===== src/verilog/down_timer_cfg.svh =====
// Purpose: constants for the down-counting timer with prescaler
// Assumes: one 10 MHz clock, register access through plain ports
// Notes: rules that the timer keeps are listed below
//
// Notes on behaviour
// - Count decrements on each selected tap rising edge; core can load and read it.
// - Decrement to zero sets the zero flag.
// - Zero reached with zero_irq_enable set raises the interrupt request.
// - Prescaler input is internal clock divided by 12 or the timer pin.
// - Tap select picks prescaler input or prescaler bit n-1 as count clock.
// - Prescaler-run low holds prescaler at all ones and stops counting.
// - With prescaler-run high, software may load prescaler with 0 to 7Fh.
// - Gated mode: divided clock counts only while timer pin is high.
// - Event mode: timer pin rising edge decrements the prescaler.
// - Output mode: pin driven from level latch; prescaler uses divided clock.
// - Level latch transparent while zero flag high; holds when it falls.
// - Writing 00h to count or setting status bit 7 sets zero flag.
// - Reset: count 0FFh, prescaler all ones, control/status cleared.
// - Count write beats a simultaneous decrement to 00h; flag stays clear.
// - Count and prescaler state read back through registers that lag count_q and presc_q by one clock.
// - Pending interrupt request can wake the core from wait.
`ifndef DOWN_TIMER_CFG_SVH
`define DOWN_TIMER_CFG_SVH

// ----------------------------------------
// Control/status field positions
// ----------------------------------------
`define TSR_ZERO_BIT 7
`define TSR_IRQEN_BIT 6
`define TSR_PIN_DIRECTION_OUT_BIT 5
`define TSR_LEVEL_BIT 4
`define TSR_RUN_BIT 3
`define TSR_TAP_HI 2
`define TSR_TAP_LO 0

// ----------------------------------------
// Reset values and timing
// ----------------------------------------
`define COUNT_RESET 8'hff
`define PRESC_RESET 7'h7f
`define TSR_RESET 8'h00
`define INT_DIV 12

`endif


===== src/verilog/down_timer_pkg.sv =====
// Purpose: types shared by the timer files
// Assumes: nothing beyond the config header
// Notes: pin modes follow the direction and level bits
package down_timer_pkg;

    typedef enum logic [2:0] {
        MODE_EVENT = 3'h1,
        MODE_GATED = 3'h2,
        MODE_OUTPUT = 3'h4
    } pin_mode_e;

    typedef struct packed {
        logic wr_count;
        logic [7:0] count_data;
        logic wr_presc;
        logic [6:0] presc_data;
        logic wr_ctrl;
        logic [7:0] ctrl_data;
    } sw_write_s;

endpackage


===== src/verilog/clk_div12.sv =====
// Purpose: one-cycle enable every 12 internal clocks
// Assumes: single clock domain
// Notes: feeds the prescaler input selection
`timescale 1ns/1ps
`include "down_timer_cfg.svh"

module clk_div12 #(
    parameter int DIV = `INT_DIV
) (
    // Clock and reset
    input wire logic i_clk,
    input wire logic i_rst_n,
    // Enable out
    output logic o_tick
);

    logic [3:0] cnt_q;

    always_ff @(posedge i_clk or negedge i_rst_n) begin
        if (!i_rst_n) begin
            cnt_q <= 4'h0;
            o_tick <= 1'b0;
        end else if (cnt_q == 4'(DIV - 1)) begin
            cnt_q <= 4'h0;
            o_tick <= 1'b1;
        end else begin
            cnt_q <= cnt_q + 4'h1;
            o_tick <= 1'b0;
        end
    end

endmodule


===== src/verilog/down_timer.sv =====
// Purpose: 8-bit down timer with 7-bit prescaler and timer pin modes
// Assumes: pins synchronous to i_clk; software writes are one-cycle strobes
// Notes: all outputs come from flip-flops
`timescale 1ns/1ps
`include "down_timer_cfg.svh"

module down_timer (
    // Clock and reset
    input wire logic i_clk,
    input wire logic i_rst_n,
    // Software writes
    input wire down_timer_pkg::sw_write_s i_wr,
    // Timer pin
    input wire logic i_pin,
    output logic o_pin,
    output logic o_pin_oe,
    // Readback
    output logic [7:0] o_count_value_reg,
    output logic [6:0] o_prescaler_state_reg,
    output logic [7:0] o_timer_control_status_reg,
    // Interrupt and wake
    output logic o_irq,
    output logic o_wake
);

    // ----------------------------------------
    // Declarations
    // ----------------------------------------
    logic [7:0] count_q;
    logic [6:0] presc_q;
    logic [6:0] presc_d;
    logic zero_flag;
    logic zero_irq_enable;
    logic pin_direction_out;
    logic pin_level;
    logic prescaler_run;
    logic [2:0] tap_sel;
    logic level_latch_q;
    logic pin_q;
    logic div_tick;
    logic presc_step;
    logic count_step;
    logic hit_zero;
    down_timer_pkg::pin_mode_e mode;

    clk_div12 u_div (
        .i_clk(i_clk),
        .i_rst_n(i_rst_n),
        .o_tick(div_tick)
    );

    // ----------------------------------------
    // Mode and prescaler input
    // ----------------------------------------
    always_comb begin
        if (pin_direction_out) begin
            mode = down_timer_pkg::MODE_OUTPUT;
        end else if (pin_level) begin
            mode = down_timer_pkg::MODE_GATED;
        end else begin
            mode = down_timer_pkg::MODE_EVENT;
        end
    end

    always_comb begin
        case (mode)
            down_timer_pkg::MODE_EVENT: presc_step = i_pin & ~pin_q;
            down_timer_pkg::MODE_GATED: presc_step = div_tick & i_pin;
            down_timer_pkg::MODE_OUTPUT: presc_step = div_tick;
            default: presc_step = div_tick;
        endcase
        presc_step = presc_step & prescaler_run;
    end

    always_ff @(posedge i_clk or negedge i_rst_n) begin
        if (!i_rst_n) begin
            pin_q <= 1'b0;
        end else begin
            pin_q <= i_pin;
        end
    end

    // ----------------------------------------
    // Prescaler and tap
    // ----------------------------------------
    assign presc_d = presc_q - 7'h01;

    // Tap n rises when bit n-1 goes 0->1, i.e. on a decrement that wraps it
    always_comb begin
        if (tap_sel == 3'h0) begin
            count_step = presc_step;
        end else begin
            count_step = presc_step & ~presc_q[tap_sel - 3'h1]
                & presc_d[tap_sel - 3'h1];
        end
    end

    always_ff @(posedge i_clk or negedge i_rst_n) begin
        if (!i_rst_n) begin
            presc_q <= `PRESC_RESET;
        end else if (!prescaler_run) begin
            presc_q <= `PRESC_RESET;
        end else if (i_wr.wr_presc) begin
            presc_q <= i_wr.presc_data;
        end else if (presc_step) begin
            presc_q <= presc_d;
        end
    end

    // ----------------------------------------
    // Counter
    // ----------------------------------------
    assign hit_zero = count_step && count_q == 8'h01 && !i_wr.wr_count;

    always_ff @(posedge i_clk or negedge i_rst_n) begin
        if (!i_rst_n) begin
            count_q <= `COUNT_RESET;
        end else if (i_wr.wr_count) begin
            count_q <= i_wr.count_data;
        end else if (count_step) begin
            count_q <= count_q - 8'h01;
        end
    end

    // ----------------------------------------
    // Control/status
    // ----------------------------------------
    always_ff @(posedge i_clk or negedge i_rst_n) begin
        if (!i_rst_n) begin
            zero_irq_enable <= 1'b0;
            pin_direction_out <= 1'b0;
            pin_level <= 1'b0;
            prescaler_run <= 1'b0;
            tap_sel <= 3'h0;
        end else if (i_wr.wr_ctrl) begin
            zero_irq_enable <= i_wr.ctrl_data[`TSR_IRQEN_BIT];
            pin_direction_out <= i_wr.ctrl_data[`TSR_PIN_DIRECTION_OUT_BIT];
            pin_level <= i_wr.ctrl_data[`TSR_LEVEL_BIT];
            prescaler_run <= i_wr.ctrl_data[`TSR_RUN_BIT];
            tap_sel <= i_wr.ctrl_data[`TSR_TAP_HI:`TSR_TAP_LO];
        end
    end

    // Hardware set beats software clear in the same cycle
    always_ff @(posedge i_clk or negedge i_rst_n) begin
        if (!i_rst_n) begin
            zero_flag <= 1'b0;
        end else if (hit_zero) begin
            zero_flag <= 1'b1;
        end else if (i_wr.wr_count && i_wr.count_data == 8'h00) begin
            zero_flag <= 1'b1;
        end else if (i_wr.wr_ctrl) begin
            zero_flag <= i_wr.ctrl_data[`TSR_ZERO_BIT];
        end
    end

    // ----------------------------------------
    // Timer pin
    // ----------------------------------------
    always_ff @(posedge i_clk or negedge i_rst_n) begin
        if (!i_rst_n) begin
            level_latch_q <= 1'b0;
        end else if (zero_flag) begin
            level_latch_q <= pin_level;
        end
    end

    // Pin follows level while flag is high, so use the live value then
    always_ff @(posedge i_clk or negedge i_rst_n) begin
        if (!i_rst_n) begin
            o_pin <= 1'b0;
            o_pin_oe <= 1'b0;
        end else begin
            o_pin <= zero_flag ? pin_level : level_latch_q;
            o_pin_oe <= pin_direction_out;
        end
    end

    // ----------------------------------------
    // Readback and interrupt
    // ----------------------------------------
    always_ff @(posedge i_clk or negedge i_rst_n) begin
        if (!i_rst_n) begin
            o_count_value_reg <= `COUNT_RESET;
            o_prescaler_state_reg <= `PRESC_RESET;
            o_timer_control_status_reg <= `TSR_RESET;
            o_irq <= 1'b0;
            o_wake <= 1'b0;
        end else begin
            o_count_value_reg <= count_q;
            o_prescaler_state_reg <= presc_q;
            o_timer_control_status_reg <= {zero_flag, zero_irq_enable, pin_direction_out,
                pin_level, prescaler_run, tap_sel};
            o_irq <= zero_flag & zero_irq_enable;
            o_wake <= zero_flag & zero_irq_enable;
        end
    end
endmodule


===== config.mk =====
export PLATFORM = sky130hd
export DESIGN_NAME = down_timer
export DESIGN_NICKNAME = d
export VERILOG_FILES = /design/src/verilog/down_timer_pkg.sv /design/src/verilog/clk_div12.sv /design/src/verilog/down_timer.sv
export VERILOG_INCLUDE_DIRS = /design/src /design/src/verilog
export SDC_FILE = /design/constraint.sdc
export NUM_CORES = 1
export LEC_CHECK = 0
export ABC_CLOCK_PERIOD_IN_PS = 2600
export BUFFER_PORTS_ARGS = -buffer_cell sky130_fd_sc_hd__buf_2
export CORE_MARGIN = 10
export CORE_UTILIZATION = 44
export CTS_BUF_LIST = sky130_fd_sc_hd__clkbuf_2
export CTS_CLUSTER_SIZE = 25
export DETAILED_ROUTE_END_ITERATION = 6
export HOLD_SLACK_MARGIN = 0.08
export MAX_ROUTING_LAYER = met4
export PLACE_DENSITY = 0.68
export SETUP_SLACK_MARGIN = 0.2
export SYNTH_ARGS = -nofsm -noshare
export SYNTH_HDL_FRONTEND = slang
export SYNTH_SLANG_ARGS = --single-unit

===== constraint.sdc =====
create_clock -name i_clk -period 2.6 [get_ports i_clk]
set_clock_uncertainty 0.05 [all_clocks]
set_input_delay 0.26 -clock i_clk [delete_from_list [all_inputs] [get_ports i_clk]]
set_output_delay 0.26 -clock i_clk [all_outputs]
set_load 0.01 [all_outputs]

==> results.sh <==
export IMPL_synth_top_area_cell="dfstp_2"
export IMPL_postRouteAntennaNets=0
export IMPL_syn_area_per_cell_um2=12.0
export IMPL_wl_per_cell_um=13.9
export IMPL_num_vias=1699
export IMPL_seq_area_um2=1390
export IMPL_gp_congestion=0.843
export IMPL_criticalPathCategory="flop to flop"
export IMPL_synth_compound_area_share=0.103
export IMPL_critPathLaunchType="flop"
export IMPL_synth_xor_area_share=0.0497
export IMPL_drc=0
export IMPL_hold_class="input pin to flop"
export IMPL_die_height_um=92.2
export IMPL_clk_pin_slew_ns=0.26
export IMPL_grt_pass1_wl_mm=8.39
export IMPL_ys_warn_count=0
export IMPL_globalRouteTotalUtil=0.122
export IMPL_antenna_found_initial=0
export IMPL_synth_area_um2=2290
export IMPL_status="finished clean"
export IMPL_io_buffers=55
export IMPL_final_cell_count_no_fill=353
export IMPL_worst_slew_pin_transition_ns=0.568
export IMPL_dp_cells=310
export IMPL_hpwl_mm=3.47
export IMPL_multiInputGateArea_um2=840
export IMPL_cts_htree_levels=2
export IMPL_synth_edf_count=0
export IMPL_drt_total_wl_mm=4.90
export IMPL_cts_sinks=54
export IMPL_gr_total_overflow=0
export IMPL_period_share=0.870
export IMPL_drive_gt1_frac=0.382
export IMPL_first_pass_iters=4
export IMPL_final_setup_viol_count=0
export IMPL_hold_path_cell_count=3
export IMPL_cap_viol_max_count=0
export IMPL_end_kind="flop"
export IMPL_leakagePower_nw=1.28
export IMPL_cp_required_ns=2.95
export IMPL_final_hold_viol_count=0
export IMPL_rr_worst_depth=6
export IMPL_nFillCells=446
export IMPL_max_freq_ghz=0.442
export IMPL_viasPerCell=4.81
export IMPL_cts_root_buf="clkbuf_2"
export IMPL_core_area_um2=5070
export IMPL_synthMuxAreaShare=0.0535
export IMPL_arrival_ns=2.61
export IMPL_diodes=0
export IMPL_slew_viol_final=0
export IMPL_die_area_um2=8500
export IMPL_synth_commonest_cells="dfstp_2, dfrtp_1, nand2_1"
export IMPL_tns_ns=0
export IMPL_cts_tree="built"
export IMPL_yosysUniqueCellTypes=40
export IMPL_cts_setup_buffers=0
export IMPL_first_iter_violations=39
export IMPL_r2r_start="tap_sel[0]$_DFFE_PN0P_"
export IMPL_hold_end="tap_sel[1]$_DFFE_PN0P_"
export IMPL_clk_latency_ns=0.42
export IMPL_async_reset_ff_frac=1.00
export IMPL_max_slew_margin_rel=0.618
export IMPL_synth_nets=226
export IMPL_nNetsFinal=318
export IMPL_pin_count=56
export IMPL_synthFlopType="dfstp_2"
export IMPL_rows=26
export IMPL_rsz0062_at_grt="false"
export IMPL_cts_buffer_depth=2
export IMPL_area_delta_synth_final_pct=32.7
export IMPL_timing_final_crit_period_ns=2.26
export IMPL_grt_max_degree=38
export IMPL_grt_pass1_vias=1782
export IMPL_worstHoldStart="i_wr[8]"
export IMPL_start_util=0.452
export IMPL_power_ir_vdd_worst_mv=0.265
export IMPL_rr_endpoint="count_q[6]$_DFFE_PN1P_"
export IMPL_rrSetupSlack_ns=0.34
export IMPL_crit_start="tap_sel[0]$_DFFE_PN0P_"
export IMPL_dieWidth_um=92.2
export IMPL_synth_top_area_frac=0.344
export IMPL_power_density_nw_per_um2=526
export IMPL_synth_most_common_cell="dfstp_2"
export IMPL_yosys_area_share_simple=0.124
export IMPL_synth_area_top_cells="dfstp_2, dfrtp_1, mux2_2, ha_1, nand2_1"
export IMPL_synth_seq_area_share=0.606
export IMPL_synthAdderAreaFrac=0.0328
export IMPL_synth_top_family_by_area="simple AND/OR/NAND/NOR gates"
export IMPL_ys_ff_latch=54
export IMPL_worstPathMaxFanout=8
export IMPL_numCtsBuffers=5
export IMPL_synth_cells=191
[cells by family (layout without fill, tap and decap cells)]
kind of cell | after synthesis | in the layout
XOR/XNOR | 13 | 13
buffers and inverters | 17 | 109
AND/OR/NAND/NOR | 57 | 57
adder cells (fa/ha/maj) | 6 | 6
flip-flops | 54 | 54
AO/OA/AOI/OAI | 33 | 33
multiplexers | 11 | 11
[what timing repair did]
action,4_1_cts,5_1_grt
endpoints found under the setup margin,0,2
gates resized for setup,0,2
hold buffers,36,0
endpoints found under the hold margin,40,0
[placed cells by master, fill, tap and decap left out, drive strengths merged]
cell	n
o211ai	5
o21ai	14
o21bai	1
and2	2
nor4	3
mux2	10
nor3b	1
nand3	3
nor4b	2
ha	6
nor2b	2
xnor2	6
nor2	8
nor3	7
xor2	7
nand4	2
nand2b	3
clkinvlp	2
o31a	1
a21oi	2
clkbuf	5
mux2i	1
dfstp	30
a31oi	1
nand2	20
dlygate4sd3	36
dfrtp	24
nand3b	2
buf	57
and3	1
a21o	1
a211oi	1
o2111ai	4
a21boi	1
o21a	1
inv	9
a211o	1
or4	1
[worst max-delay path, cell delays in order (launching register included)]
cell and delay (ns):
dfrtp_2 0.51, or4_1 0.53, a211o_1 0.31, a21oi_4 0.23, o2111ai_1 0.18, xnor2_1 0.17
mux2_2 0.26
[power breakdown]
group	switching, mW	leakage (nW)	internal, mW
sequential	0.0592	0.607	0.948
combinational	0.135	0.651	0.143
clock	0.253	0.0211	0.0601
total	0.447	1.28	1.15
[per-stage QoR]
stage | util | setup slack (ns) | instance area (um2) | power [mW] | hold slack [ns]
floorplan | - | 0.510 | 2290 | 1.14 | -0.0856
global placement | 0.519 | 0.399 | 2630 | 1.25 | 0.149
detailed placement | 0.519 | 0.360 | 2630 | 1.26 | 0.155
CTS | 0.598 | 0.285 | 3030 | 1.61 | 0.0831
global route | 0.599 | 0.216 | 3040 | 1.69 | 0.0830
finish | 0.599 | 0.337 | 3040 | 1.60 | 0.0994
[how the worst max path moves through the flow]
stage	end	cells past startpoint	slack (ns)
global route	count_q[1]$_DFFE_PN1P_	8	0.22
global placement	count_q[1]$_DFFE_PN1P_	8	0.40
detailed placement	count_q[1]$_DFFE_PN1P_	8	0.36
floorplan	count_q[6]$_DFFE_PN1P_	6	0.51
CTS	count_q[1]$_DFFE_PN1P_	8	0.28
finish	count_q[6]$_DFFE_PN1P_	6	0.34
[routing by layer]
metal / part of all wire / GRT usage
met1: 0.46 / 0.148
met2: 0.47 / 0.194
met3: 0.059 / 0.0416
met4: 0.0090 / 0.0270
met5: 0 / -
[cell type report]
cell class / instances / area share
clock buffer: 5 / 0.00823
clock inverter: 2 / 0.00494
inverter: 9 / 0.0111
multi-input combinational: 120 / 0.276
sequential: 54 / 0.457
tap: 70 / 0.0288
timing repair buffer: 93 / 0.214
Power figures use the tool's default switching activity.
